### src/hdl/cpss_map.vh
// Address map, field positions, reset values and timing counts for the core state block.
// Assumes it is included by its bare name from the design file.
`ifndef CPSS_MAP_VH
`define CPSS_MAP_VH

// Data space offsets
`define CPSS_OFS_PORT_A_VALUE      8'h00
`define CPSS_OFS_PORT_B_VALUE      8'h01
`define CPSS_OFS_PORT_A_DIRECTION  8'h04
`define CPSS_OFS_PORT_B_DIRECTION  8'h05
`define CPSS_OFS_TIMER_STATUS_CTRL 8'h09
`define CPSS_OFS_CONST_ROM_FIRST   8'h20
`define CPSS_OFS_CONST_ROM_LAST    8'h5f
`define CPSS_OFS_RAM_FIRST         8'h80
`define CPSS_OFS_RAM_LAST          8'h9f
`define CPSS_OFS_POINTER_ONE       8'h80
`define CPSS_OFS_POINTER_TWO       8'h81
`define CPSS_OFS_PRESCALER_COUNT   8'hfd
`define CPSS_OFS_TIMER_COUNT       8'hfe
`define CPSS_OFS_ACCUMULATOR       8'hff
`define CPSS_UNUSED_READ           8'h00

// Program space regions and vectors
`define CPSS_PS_RESERVED_LAST      12'hadf
`define CPSS_PS_RESERVED_READ      8'hff
`define CPSS_VEC_TEST_IRQ          12'hff8
`define CPSS_VEC_TEST_RESTART      12'hffa
`define CPSS_VEC_USER_IRQ          12'hffc
`define CPSS_VEC_USER_RESTART      12'hffe

// Operating modes, decoded from port A lines seven and six
`define CPSS_MODE_SINGLE_CHIP      2'h0
`define CPSS_MODE_SELF_TEST        2'h1
`define CPSS_MODE_ROM_VERIFY       2'h2

// Timer status/control fields and reset values
`define CPSS_TSC_ZERO_BIT          7
`define CPSS_TSC_OUT_MODE_BIT      5
`define CPSS_TSC_DOUT_BIT          4
`define CPSS_TSC_RUN_BIT           3
`define CPSS_TSC_RESET             8'h00
`define CPSS_PRESCALER_RESET       8'hff
`define CPSS_TIMER_COUNT_RESET     8'hff

// Internal sync pulse: clk_sys divided by this count
`define CPSS_SYNC_DIV              6'd48

`endif

### src/hdl/cpss_core_state.v
// Programmer-visible core state: mode straps, program counter, flags, return stack,
// data-space registers, ports and timer. Assumes an instruction sequencer on clk_sys
// drives the strobes below; ROMs answer combinationally to the addresses given.
`timescale 1ns/1ps
`default_nettype none
`include "cpss_map.vh"

module cpss_core_state #(
  parameter RAM_DEPTH = 32,
  parameter STACK_DEPTH = 4
) (
  // Clock and reset
  input  wire        clk_sys,
  input  wire        srst,
  // Strap and interrupt pins
  input  wire        mode_strap_pin,
  input  wire        irq_pin_n,
  output reg         irq_request_reg,
  output reg  [1:0]  op_mode_reg,
  output reg         core_ready_reg,
  output reg         irq_mask_reg,
  // Program space
  output reg  [11:0] prog_addr_reg,
  input  wire [7:0]  prog_rom_data,
  output reg  [7:0]  prog_fetch_data_reg,
  // Sequencer control
  input  wire        pc_step,
  input  wire        pc_jump,
  input  wire [11:0] pc_jump_addr,
  input  wire        call_push,
  input  wire        ret_pull,
  input  wire        irq_enter,
  input  wire        irq_return,
  output reg  [11:0] program_counter_reg,
  // Flag updates
  input  wire        flag_c_load,
  input  wire        flag_c_value,
  input  wire        flag_z_load,
  input  wire [7:0]  flag_z_result,
  input  wire        rotate_acc,
  output reg         carry_flag_reg,
  output reg         zero_flag_reg,
  output reg         flag_int_sel_reg,
  // Data space
  input  wire [7:0]  ds_addr,
  input  wire        ds_rd,
  input  wire        ds_wr,
  input  wire [7:0]  ds_wdata,
  input  wire [7:0]  const_rom_data,
  output reg  [7:0]  ds_rdata_reg,
  output reg  [7:0]  accumulator_reg,
  output reg  [7:0]  pointer_one_reg,
  output reg  [7:0]  pointer_two_reg,
  // Port A (lines four to seven) and port B
  input  wire [3:0]  port_a_in,
  output reg  [3:0]  port_a_out_reg,
  output reg  [3:0]  port_a_oe_reg,
  input  wire [7:0]  port_b_in,
  output reg  [7:0]  port_b_out_reg,
  output reg  [7:0]  port_b_oe_reg,
  // Timer pin
  input  wire        timer_in,
  output reg         timer_out_reg,
  output reg         timer_oe_reg
);

  localparam PIN_W = 15;
  localparam [1:0] S_MODE = 2'd0;
  localparam [1:0] S_VHI  = 2'd1;
  localparam [1:0] S_VLO  = 2'd2;
  localparam [1:0] S_RUN  = 2'd3;

  // Pin synchronisers: stage 1 only feeds stage 2; filtered level moves when 2 and 3 agree
  wire [PIN_W-1:0] pin_raw;
  reg  [PIN_W-1:0] pin_s1;
  reg  [PIN_W-1:0] pin_s2;
  reg  [PIN_W-1:0] pin_s3;
  reg  [PIN_W-1:0] pin_filt;
  assign pin_raw = {timer_in, irq_pin_n, mode_strap_pin, port_a_in, port_b_in};

  genvar gi;
  generate
    for (gi = 0; gi < PIN_W; gi = gi + 1)
    begin : g_sync
      always @(posedge clk_sys)
      begin
        pin_s1[gi] <= pin_raw[gi];
        pin_s2[gi] <= pin_s1[gi];
        pin_s3[gi] <= pin_s2[gi];
        if (pin_s2[gi] == pin_s3[gi])
          pin_filt[gi] <= pin_s3[gi];
      end
    end
  endgenerate

  wire [7:0] pb_pin = pin_filt[7:0];
  wire [3:0] pa_pin = pin_filt[11:8];
  wire       strap  = pin_filt[12];
  wire       irq_n  = pin_filt[13];
  wire       tmr_pin = pin_filt[14];

  // Core registers
  reg [1:0]  boot_state_reg;
  reg [11:0] stack_reg [0:STACK_DEPTH-1];
  reg [7:0]  ram_reg [0:RAM_DEPTH-1];
  reg        c_prog_reg;
  reg        z_prog_reg;
  reg        c_int_reg;
  reg        z_int_reg;
  reg [3:0]  port_a_dir_reg;
  reg [7:0]  port_b_dir_reg;
  reg [7:0]  tsc_reg;
  reg [7:0]  prescaler_reg;
  reg [7:0]  timer_count_reg;
  reg [5:0]  sync_cnt_reg;
  reg        tmr_pin_prev_reg;

  wire push_now = call_push | irq_enter;
  wire pull_now = ret_pull | irq_return;
  wire self_test = (op_mode_reg == `CPSS_MODE_SELF_TEST);
  wire [11:0] restart_vec = self_test ? `CPSS_VEC_TEST_RESTART : `CPSS_VEC_USER_RESTART;
  wire [11:0] irq_vec     = self_test ? `CPSS_VEC_TEST_IRQ : `CPSS_VEC_USER_IRQ;

  // Program counter next value (only one sequencer action is expected per cycle)
  reg [11:0] pc_next;
  always @*
  begin
    pc_next = program_counter_reg;
    if (irq_enter)
      pc_next = irq_vec;
    else if (pull_now)
      pc_next = stack_reg[0];
    else if (pc_jump)
      pc_next = pc_jump_addr;
    else if (pc_step)
      pc_next = program_counter_reg + 12'h001;
  end

  // Reset release, mode latch and restart vector fetch
  always @(posedge clk_sys)
  begin
    if (srst)
    begin
      boot_state_reg      <= S_MODE;
      op_mode_reg         <= `CPSS_MODE_SINGLE_CHIP;
      core_ready_reg      <= 1'b0;
      program_counter_reg <= 12'h000;
      prog_addr_reg       <= 12'h000;
      irq_mask_reg        <= 1'b1;
    end
    else
    begin
      case (boot_state_reg)
        S_MODE:
        begin
          if (strap)
            op_mode_reg <= {pa_pin[3], pa_pin[2]};
          else
            op_mode_reg <= `CPSS_MODE_SINGLE_CHIP;
          boot_state_reg <= S_VHI;
        end
        S_VHI:
        begin
          prog_addr_reg  <= restart_vec;
          boot_state_reg <= S_VLO;
        end
        S_VLO:
        begin
          program_counter_reg[11:8] <= prog_rom_data[3:0];
          prog_addr_reg             <= restart_vec + 12'h001;
          boot_state_reg            <= S_RUN;
        end
        S_RUN:
        begin
          if (!core_ready_reg)
          begin
            program_counter_reg[7:0] <= prog_rom_data;
            prog_addr_reg            <= {program_counter_reg[11:8], prog_rom_data};
            core_ready_reg           <= 1'b1;
          end
          else
          begin
            program_counter_reg <= pc_next;
            prog_addr_reg       <= pc_next;
            if (irq_enter)
              irq_mask_reg <= 1'b1;
            else if (irq_return)
              irq_mask_reg <= 1'b0;
          end
        end
        default:
          boot_state_reg <= S_MODE;
      endcase
    end
  end

  // Reserved bottom region reads as all ones
  always @(posedge clk_sys)
  begin
    if (srst)
      prog_fetch_data_reg <= `CPSS_PS_RESERVED_READ;
    else if (prog_addr_reg <= `CPSS_PS_RESERVED_LAST)
      prog_fetch_data_reg <= `CPSS_PS_RESERVED_READ;
    else
      prog_fetch_data_reg <= prog_rom_data;
  end

  // Return stack: push shifts down dropping the bottom, pull shifts up keeping the bottom
  generate
    for (gi = 0; gi < STACK_DEPTH; gi = gi + 1)
    begin : g_stack
      always @(posedge clk_sys)
      begin
        if (srst)
          stack_reg[gi] <= 12'h000;
        else if (core_ready_reg && push_now)
          stack_reg[gi] <= (gi == 0) ? program_counter_reg : stack_reg[(gi == 0) ? 0 : gi - 1];
        else if (core_ready_reg && pull_now && gi < STACK_DEPTH - 1)
          stack_reg[gi] <= stack_reg[(gi < STACK_DEPTH - 1) ? gi + 1 : gi];
      end
    end
  endgenerate

  // Flags: only the selected pair moves; the idle pair keeps its value across switches
  wire c_cur = flag_int_sel_reg ? c_int_reg : c_prog_reg;
  wire c_new = rotate_acc ? accumulator_reg[7] : (flag_c_load ? flag_c_value : c_cur);
  wire z_cur = flag_int_sel_reg ? z_int_reg : z_prog_reg;
  wire z_new = flag_z_load ? (flag_z_result == 8'h00) : z_cur;
  always @(posedge clk_sys)
  begin
    if (srst)
    begin
      c_prog_reg       <= 1'b0;
      z_prog_reg       <= 1'b0;
      c_int_reg        <= 1'b0;
      z_int_reg        <= 1'b0;
      flag_int_sel_reg <= 1'b0;
      carry_flag_reg   <= 1'b0;
      zero_flag_reg    <= 1'b0;
    end
    else
    begin
      if (flag_int_sel_reg)
      begin
        c_int_reg <= c_new;
        z_int_reg <= z_new;
      end
      else
      begin
        c_prog_reg <= c_new;
        z_prog_reg <= z_new;
      end
      if (core_ready_reg && irq_enter)
      begin
        flag_int_sel_reg <= 1'b1;
        carry_flag_reg   <= c_int_reg;
        zero_flag_reg    <= z_int_reg;
      end
      else if (core_ready_reg && irq_return)
      begin
        flag_int_sel_reg <= 1'b0;
        carry_flag_reg   <= c_prog_reg;
        zero_flag_reg    <= z_prog_reg;
      end
      else
      begin
        carry_flag_reg <= c_new;
        zero_flag_reg  <= z_new;
      end
    end
  end

  wire in_ram = (ds_addr >= `CPSS_OFS_RAM_FIRST) && (ds_addr <= `CPSS_OFS_RAM_LAST);
  wire in_rom = (ds_addr >= `CPSS_OFS_CONST_ROM_FIRST) && (ds_addr <= `CPSS_OFS_CONST_ROM_LAST);
  wire [4:0] ram_idx = ds_addr[4:0];

  // Data RAM, pointers included, as plain flip-flops
  always @(posedge clk_sys)
  begin
    if (ds_wr && in_ram)
      ram_reg[ram_idx] <= ds_wdata;
    pointer_one_reg <= (ds_wr && ds_addr == `CPSS_OFS_POINTER_ONE) ? ds_wdata : ram_reg[0];
    pointer_two_reg <= (ds_wr && ds_addr == `CPSS_OFS_POINTER_TWO) ? ds_wdata : ram_reg[1];
  end

  // Accumulator, ports and directions
  always @(posedge clk_sys)
  begin
    if (srst)
    begin
      accumulator_reg <= 8'h00;
      port_a_dir_reg  <= 4'h0;
      port_b_dir_reg  <= 8'h00;
      port_a_oe_reg   <= 4'hf;
      port_b_oe_reg   <= 8'hff;
      port_a_out_reg  <= 4'h0;
      port_b_out_reg  <= 8'h00;
    end
    else
    begin
      if (ds_wr && ds_addr == `CPSS_OFS_ACCUMULATOR)
        accumulator_reg <= ds_wdata;
      else if (rotate_acc)
        accumulator_reg <= {accumulator_reg[6:0], c_cur};
      if (ds_wr && ds_addr == `CPSS_OFS_PORT_A_VALUE)
        port_a_out_reg <= ds_wdata[7:4];
      if (ds_wr && ds_addr == `CPSS_OFS_PORT_B_VALUE)
        port_b_out_reg <= ds_wdata;
      if (ds_wr && ds_addr == `CPSS_OFS_PORT_A_DIRECTION)
      begin
        port_a_dir_reg <= ds_wdata[7:4];
        port_a_oe_reg  <= ~ds_wdata[7:4];
      end
      if (ds_wr && ds_addr == `CPSS_OFS_PORT_B_DIRECTION)
      begin
        port_b_dir_reg <= ds_wdata;
        port_b_oe_reg  <= ~ds_wdata;
      end
    end
  end

  // Timer: prescaler clocked by the filtered pin or by the internal divide-by-48 pulse
  wire out_mode  = tsc_reg[`CPSS_TSC_OUT_MODE_BIT];
  wire sync_tick = (sync_cnt_reg == `CPSS_SYNC_DIV - 6'd1);
  wire pin_rise  = tmr_pin & ~tmr_pin_prev_reg;
  wire pre_tick  = tsc_reg[`CPSS_TSC_RUN_BIT] & (out_mode ? sync_tick : pin_rise);
  wire [7:0] tap_mask = (8'h01 << tsc_reg[2:0]) - 8'h01;
  wire tcr_tick  = pre_tick & ((prescaler_reg[7:0] & tap_mask) == 8'h00);
  wire tsc_wr    = ds_wr && ds_addr == `CPSS_OFS_TIMER_STATUS_CTRL;
  wire pre_wr    = ds_wr && ds_addr == `CPSS_OFS_PRESCALER_COUNT;
  wire tcr_wr    = ds_wr && ds_addr == `CPSS_OFS_TIMER_COUNT;
  // A count write wins over the decrement to zero in the same cycle; a prescaler write only stops it setting the zero bit
  wire hit_zero  = tcr_tick & ~tcr_wr & ~pre_wr & (timer_count_reg == 8'h01);
  wire tsc_rd_clr = ds_rd && ds_addr == `CPSS_OFS_TIMER_STATUS_CTRL && tsc_reg[`CPSS_TSC_ZERO_BIT];
  wire zero_set  = hit_zero | (tcr_wr & ds_wdata == 8'h00) | (tsc_wr & ds_wdata[7]);

  always @(posedge clk_sys)
  begin
    if (srst)
    begin
      tsc_reg          <= `CPSS_TSC_RESET;
      prescaler_reg    <= `CPSS_PRESCALER_RESET;
      timer_count_reg  <= `CPSS_TIMER_COUNT_RESET;
      sync_cnt_reg     <= 6'd0;
      tmr_pin_prev_reg <= 1'b0;
      timer_out_reg    <= 1'b1;
      timer_oe_reg     <= 1'b1;
    end
    else
    begin
      tmr_pin_prev_reg <= tmr_pin;
      sync_cnt_reg     <= sync_tick ? 6'd0 : sync_cnt_reg + 6'd1;
      if (tsc_wr)
        tsc_reg[6:0] <= {1'b0, ds_wdata[5:0]};
      // Set beats the read-clear
      if (zero_set)
        tsc_reg[`CPSS_TSC_ZERO_BIT] <= 1'b1;
      else if (tsc_rd_clr)
        tsc_reg[`CPSS_TSC_ZERO_BIT] <= 1'b0;
      if (pre_wr)
        prescaler_reg <= ds_wdata;
      else if (!tsc_reg[`CPSS_TSC_RUN_BIT])
        prescaler_reg <= `CPSS_PRESCALER_RESET;
      else if (pre_tick)
        prescaler_reg <= prescaler_reg - 8'h01;
      if (tcr_wr)
        timer_count_reg <= ds_wdata;
      else if (tcr_tick && timer_count_reg != 8'h00)
        timer_count_reg <= timer_count_reg - 8'h01;
      timer_oe_reg <= ~(tsc_wr ? ds_wdata[`CPSS_TSC_OUT_MODE_BIT] : out_mode);
      if (out_mode && zero_set && !tsc_reg[`CPSS_TSC_ZERO_BIT])
        timer_out_reg <= tsc_reg[`CPSS_TSC_DOUT_BIT];
    end
  end

  // Interrupt pin is asynchronous, so only its filtered copy is used
  always @(posedge clk_sys)
  begin
    if (srst)
      irq_request_reg <= 1'b0;
    else
      irq_request_reg <= ~irq_n;
  end

  // Data-space read mux; ports show the latch for outputs and the pin for inputs
  reg [7:0] rd_mux;
  always @*
  begin
    rd_mux = `CPSS_UNUSED_READ;
    if (in_ram)
      rd_mux = ram_reg[ram_idx];
    else if (in_rom)
      rd_mux = const_rom_data;
    else
    begin
      case (ds_addr)
        `CPSS_OFS_PORT_A_VALUE:
          rd_mux = {(port_a_dir_reg & port_a_out_reg) | (~port_a_dir_reg & pa_pin), 4'h0};
        `CPSS_OFS_PORT_B_VALUE:
          rd_mux = (port_b_dir_reg & port_b_out_reg) | (~port_b_dir_reg & pb_pin);
        `CPSS_OFS_PORT_A_DIRECTION:
          rd_mux = {port_a_dir_reg, 4'h0};
        `CPSS_OFS_PORT_B_DIRECTION:
          rd_mux = port_b_dir_reg;
        `CPSS_OFS_TIMER_STATUS_CTRL:
          rd_mux = tsc_reg;
        `CPSS_OFS_PRESCALER_COUNT:
          rd_mux = prescaler_reg;
        `CPSS_OFS_TIMER_COUNT:
          rd_mux = timer_count_reg;
        `CPSS_OFS_ACCUMULATOR:
          rd_mux = accumulator_reg;
        default:
          rd_mux = `CPSS_UNUSED_READ;
      endcase
    end
  end

  always @(posedge clk_sys)
  begin
    if (srst)
      ds_rdata_reg <= 8'h00;
    else if (ds_rd)
      ds_rdata_reg <= rd_mux;
  end

endmodule
`default_nettype wire

### config.mk
export PLATFORM = sky130hd
export DESIGN_NAME = cpss_core_state
export DESIGN_NICKNAME = d
export VERILOG_FILES = /design/src/hdl/cpss_core_state.v
export VERILOG_INCLUDE_DIRS = /design/src /design/src/hdl
export SDC_FILE = /design/constraint.sdc
export NUM_CORES = 1
export LEC_CHECK = 0
export ABC_CLOCK_PERIOD_IN_PS = 2270
export BUFFER_PORTS_ARGS = -buffer_cell sky130_fd_sc_hd__buf_2
export CAP_MARGIN = 0
export CORE_MARGIN = 2
export CORE_UTILIZATION = 45
export CTS_CLUSTER_SIZE = 24
export DETAILED_ROUTE_END_ITERATION = 16
export GPL_TIMING_DRIVEN = 0
export MAX_ROUTING_LAYER = met4
export PLACE_DENSITY = 0.69
export RECOVER_POWER = 100
export SYNTH_ARGS = -nofsm -noshare
export SYNTH_HDL_FRONTEND = slang
export SYNTH_SLANG_ARGS = --single-unit
### constraint.sdc
create_clock -name clk_sys -period 2.27 [get_ports clk_sys]
set_clock_uncertainty 0.05 [all_clocks]
set_input_delay 0.1135 -clock clk_sys [delete_from_list [all_inputs] [get_ports clk_sys]]
set_output_delay 0.1135 -clock clk_sys [all_outputs]
set_load 0.03 [all_outputs]
* After elaboration in Yosys (flattened, before gate mapping)
Memories as Yosys holds them, arrays and structs flattened. A register that Yosys moved wholly into a read port is not among the register bits.
Cells that the tools add are included.
** Storage, ports and cells
- Flip-flop bits (word level) :: 190
- Bits in writable memories :: 304
- Input bits :: 81
- Logic and storage cells :: 268
- Memories kept :: 2
** Memory list
- ram_reg :: words 32, width 8, rd ports 3, clocked after memory_dff 2, write ports 1, line cpss_core_state.v:105 : reg [7:0] ram_reg [0:RAM_DEPTH-1];
- stack_reg :: words 4, width 12, rd ports 4, clocked after memory_dff 0, write ports 4, line cpss_core_state.v:104 : reg [11:0] stack_reg [0:STACK_DEPTH-1];
** Cells by class
- Add/sub/neg operators :: 6
- $lt $le $gt $ge :: 5
- Equal/unequal tests :: 30
- Shift operators :: 1
- Muxes and demuxes :: 58
- Bitwise logic cells :: 35
- Reduce and logical (&&, ||, !) cells :: 39
** Operators by type and width (count)
- 12-bit two-way mux :: 12
- 8-bit two-way mux :: 10
- 8-bit case mux with 8 select lines :: 1
- 12-bit case mux with 3 select lines :: 1
- 8-bit zero test :: 4
- 1-bit two-way mux :: 28
- 8-bit bitwise AND :: 3
- 8-bit equality test (second input constant) :: 3
- 8-bit by 1-bit subtractor with 8-bit output (second input constant) :: 3
- 1-bit logical AND :: 20
- 8-bit by 1-bit equality test with 1-bit output (second input constant) :: 2
- 8-bit by 3-bit equality test with 1-bit output (second input constant) :: 2
- 8-bit inverter :: 2
- 1-bit equality test :: 15
- 12-bit by 1-bit adder with 12-bit output (second input constant) :: 1
- 12-bit <= comparator (second input constant) :: 1
- 2-bit nonzero test :: 6
- 1-bit bitwise OR :: 11
- 1-bit bitwise AND :: 8
- 4-bit bitwise AND :: 2
- 8-bit by 4-bit equality test with 1-bit output (second input constant) :: 1
- 8-bit by 6-bit >= comparator with 1-bit output (second input constant) :: 1
- 8-bit >= comparator (second input constant) :: 1
- 8-bit by 7-bit <= comparator with 1-bit output (second input constant) :: 1
- 25 further kinds :: 35

* Longest topological paths before layout
- Depth after elaboration :: 12
- Mapped depth :: 10
- Gate-level depth less buffers :: 8

* Worst setup path after synthesis
OpenSTA, ideal clock, no wires.
- Path type :: input to register
- Start point :: in ds_addr[6]
- End point :: mem ram_reg[18][0] (enable)
- Library setup time :: 0.395 ns
- Data arrival time :: 1.918 ns
- Required time :: 1.825 ns
- Slack :: -0.092 ns
- Cell stages on the path :: 6
- Buffers on the path :: 2
- Cell sequence :: clkbuf_1 nand2b_1 nor2_1 buf_2 nand3_1 nor4_1
** On the way
- Longest elaborated chain between the ends :: 5
- Elaborated cells between the ends (all ways) :: 6
** Ends and longest elaborated chain
- start: declaration :: line cpss_core_state.v:45 : input wire [7:0] ds_addr,
- 8-bit >= comparator (no line) or 8-bit <= comparator (tied branches)
- 1-bit logical AND * :: line cpss_core_state.v:273 : wire in_ram = (ds_addr >= `CPSS_OFS_RAM_FIRST) && (ds_addr <= `CPSS_OFS_RAM_LAST);
- 1-bit logical AND * :: line cpss_core_state.v:280 : if (ds_wr && in_ram)
- 1-bit two-way mux * :: line cpss_core_state.v:280
- 1-bit two-way mux (not written as such) * :: line cpss_core_state.v:281 : ram_reg[ram_idx] <= ds_wdata;
- end: declaration :: line cpss_core_state.v:105
Every way passes the cells marked *; elsewhere a longest branch is shown, timed or not.

* Final worst setup path
- Start point :: in ds_addr[6]
- End point :: mem ram_reg[22][2] (enable)
The elaborated chain is that of the path after synthesis.

==> reports/qor.txt <==
CTS buffer count -> 51
Post-synth EDFFs -> 319
Detailed Route Iter0 Violations -> 1613
setup repair after global routing missed its margin -> yes
max incr delay on CP -> 610 ps
Avg Inst Size Synth -> 13.25 um2
crit path max fanout -> 10
H-tree Lvls -> 2
Routed WL per cell -> 25.23 um
Arr. time, crit path -> 2530 ps
Post-synth ARST share -> 0
Lkg Pwr -> 8.534 nW
period utilization -> 1.032
failing checks -> capacitance limit, slew limit, setup timing
Yosys warning total -> 0
max-slew violations -> 139
layout cells sized above 1 -> 0.1924
worst hold-check path type -> primary input to register
grt met3 use -> 0.05762
initial antenna violation count -> 1
Post-Synthesis Cells -> 1561
grt met1 use -> 0.3546
PD cells -> 826.1 nW/um2
DRC -> 0
die area -> 47700 um2
ys flop type -> edfxtp_1
# Max-Cap Violations -> 4
Mapped Area -> 20680 um2
Slowest cell on crit path -> nor2_2
Max transition margin -> -0.1565
area of the multi-input gates -> 7302 um2
Clock Pin Slew Worst Setup and Hold Paths -> 60 ps
P&R area growth vs syn -> 19.63%
Reg area -> 13090 um2
drt first pass iters -> 6
dpl cells -> 2337
synthesis-stage register bit count -> 494
placer congestion estimate -> 0.9477
final cell count without fillers -> 2488
Overall Global Routing Usage -> 0.2687
grt ovf -> 0
vias in the first global route -> 14.51k
# IOs -> 179
worst setup margin -> -72.60 ps
Largest register FFs -> 256
status -> finished, violations left
startpoint type of the worst setup path -> primary input
CP top delay family -> simple AND/OR/NAND/NOR gates
total core area -> 45380 um2
fmax -> 0.4269 GHz
met2 usage -> 0.4095
worst path cell trace -> buf_2 > clkbuf_1 > nand2b_1 > nor2_4 > clkbuf_2 > nand4_1 > nor2_2
slew at the pin closest to its max-slew limit -> 1735 ps
Fillers -> 3839
Clock Latency Late Sink -> 610 ps
Required @ worst endpoint -> 2460 ps
post-route ant nets -> 0
Setup Viol. Count Final -> 22
GR peak layer -> met2
Initial Utilization -> 0.4558
first-pass GRT wire length -> 92070 um
Synthesized Nets -> 1653
I/O Buffers -> 175
Final Hold Vio Count -> 0
final core utilization -> 0.5453
Peak VDD IR -> 624.6 uV
CTS Buffer Depth -> 3
HPWL Detailed -> 42860 um
Die Ht -> 218.4 um
Seq/Total Area, Yosys -> 0.6325
pin count of the biggest net entering global routing -> 41
vias per cell -> 6.006
Worst Setup End Kind -> register
Setup WS pre-CTS -> -1666 ps
nets -> 1939
worst setup path class -> primary input to register
CTS tree -> done
Root Buffer -> clkbuf_16
CTS Sinks -> 494
Total Wirelength -> 62770 um
Tmin final -> 2343 ps
row count -> 78
Die Wd -> 218.4 um
Vias -> 14.94k
synth unique cells -> 79
CP bufs+invs -> 3
worst paths after layout:
kind	end	slack, ps	cells after the start	from
worst max-delay path	ram_reg[22][2]$_DFFE_PP_	-70	7	ds_addr[6]
worst min-delay path	ram_reg[23][0]$_DFFE_PP_	2	1	ds_wdata[0]
worst max register to register	timer_out_reg$_SDFFE_PP1P_	0	8	tsc_reg[0]$_SDFFE_PP0P_
worst min register to register	pin_s2[6]$_DFF_P_	280	0	pin_s1[6]$_DFF_P_
cell type report:
cell class / count / share of cell area
clock buffers: 67 / 0.05608
plain buffers: 99 / 0.01911
multi-input cells: 926 / 0.2951
flip-flops and latches: 494 / 0.5290
repair buffers: 240 / 0.05506
clock inverters: 26 / 0.009910
well taps: 600 / 0.03034
diodes: 1 / 0.0001011
inverters: 35 / 0.005309
layout by cell type, fill, tap and decap left out, drive strengths merged, types with 10 or more instances in the layout:
cell type    count
a211o           15
a211oi          26
a21oi           63
a22o            37
a22oi           13
a31oi           18
and2            14
and3            11
buf            113
clkbuf         250
clkinv          19
dfxtp          175
dlygate4sd3     43
edfxtp         319
ha              11
inv             36
mux2            29
mux2i           62
mux4            53
nand2           74
nand2b          47
nand3           40
nand3b          10
nand4           13
nor2           121
nor2b           18
nor3            40
nor4            17
o21ai           27
o31ai           13
o32ai           11
or3             13
xnor2           23
what timing repair did:
item | 4_1_cts | 5_1_grt
resized for setup | 86 | 36
gates cloned | 0 | 0
pin swaps | 16 | 3
setup buffers | 17 | 4
endpoints found under the setup margin | 343 | 320
hold buffers | 42 | 1
hold endpoints to repair | 70 | 1
metal layers:
| layer | share of wire | vias up | routed length [um] |
|---|---|---|---|
| met5 | 0 | - | 0 |
| met4 | 0.035 | 0 | 2214 |
| met3 | 0.088 | 138 | 5529 |
| met2 | 0.47 | 720 | 29350 |
| met1 | 0.41 | 7532 | 25680 |
| li1 | - | 6554 | - |
Yosys cell counts, types with 12 or more instances:
library cell | count | area (um2)
edfxtp_1 | 319 | 9579
a22oi_1 | 13 | 97.59
inv_1 | 35 | 131.4
nor3_1 | 39 | 195.2
o21ai_0 | 26 | 130.1
nand2b_1 | 47 | 294.0
a211oi_1 | 26 | 195.2
clkbuf_1 | 62 | 232.7
mux4_2 | 53 | 1194
a31oi_1 | 18 | 112.6
or3_1 | 12 | 75.07
xnor2_1 | 23 | 201.4
a21oi_1 | 63 | 315.3
nor4_1 | 16 | 100.1
mux2_2 | 28 | 315.3
buf_2 | 23 | 115.1
and2_1 | 14 | 87.58
a211o_1 | 15 | 131.4
nand4_1 | 12 | 75.07
mux2i_1 | 62 | 620.6
o31ai_1 | 13 | 97.59
a22o_1 | 37 | 324.1
nor2_1 | 120 | 450.4
nand2_1 | 74 | 277.8
nor2b_1 | 18 | 112.6
nand3_1 | 40 | 200.2
dfxtp_1 | 175 | 3503
cells by family after synthesis:
logic type / count (synthesis) / share of synthesized area
DFF: 494 / 0.6325
and+or+nand+nor: 450 / 0.1134
AOI/OAI and AO/OA: 293 / 0.1017
muxes: 144 / 0.1035
buffers and inverters: 141 / 0.03037
xor gates and xnor gates: 28 / 0.01186
adders and majority gates: 11 / 0.006654
through the flow:
stage	instance area, um2	hold slack, ps	total power, W	setup TNS [ps]
floorplan	20690	91.22	0.01149	0
global placement	22320	166.1	0.01228	-337010
detailed placement	22330	167.8	0.01232	-328750
CTS	24890	0.5964	0.02054	-65.17
global route	24750	31.99	0.02103	-2445
finish	24750	1.588	0.02044	-880.5
power by group:
group	internal [W]	switching (W)	leakage, nW
clock network	0.00466	0.00355	0.788
logic	0.000662	0.00137	3.36
registers	0.00991	0.000289	4.39
total	0.0152	0.00521	8.53
worst register-to-register path, delay by kind of cell (launching register included):
kind	cells	cell delay, ps
adders and majority gates	1	280
AOI/OAI and AO/OA	2	550
muxes	1	200
buffers and inverters	2	210
DFF	1	360
and+or+nand+nor	2	550
Power figures use the tool's default switching activity.
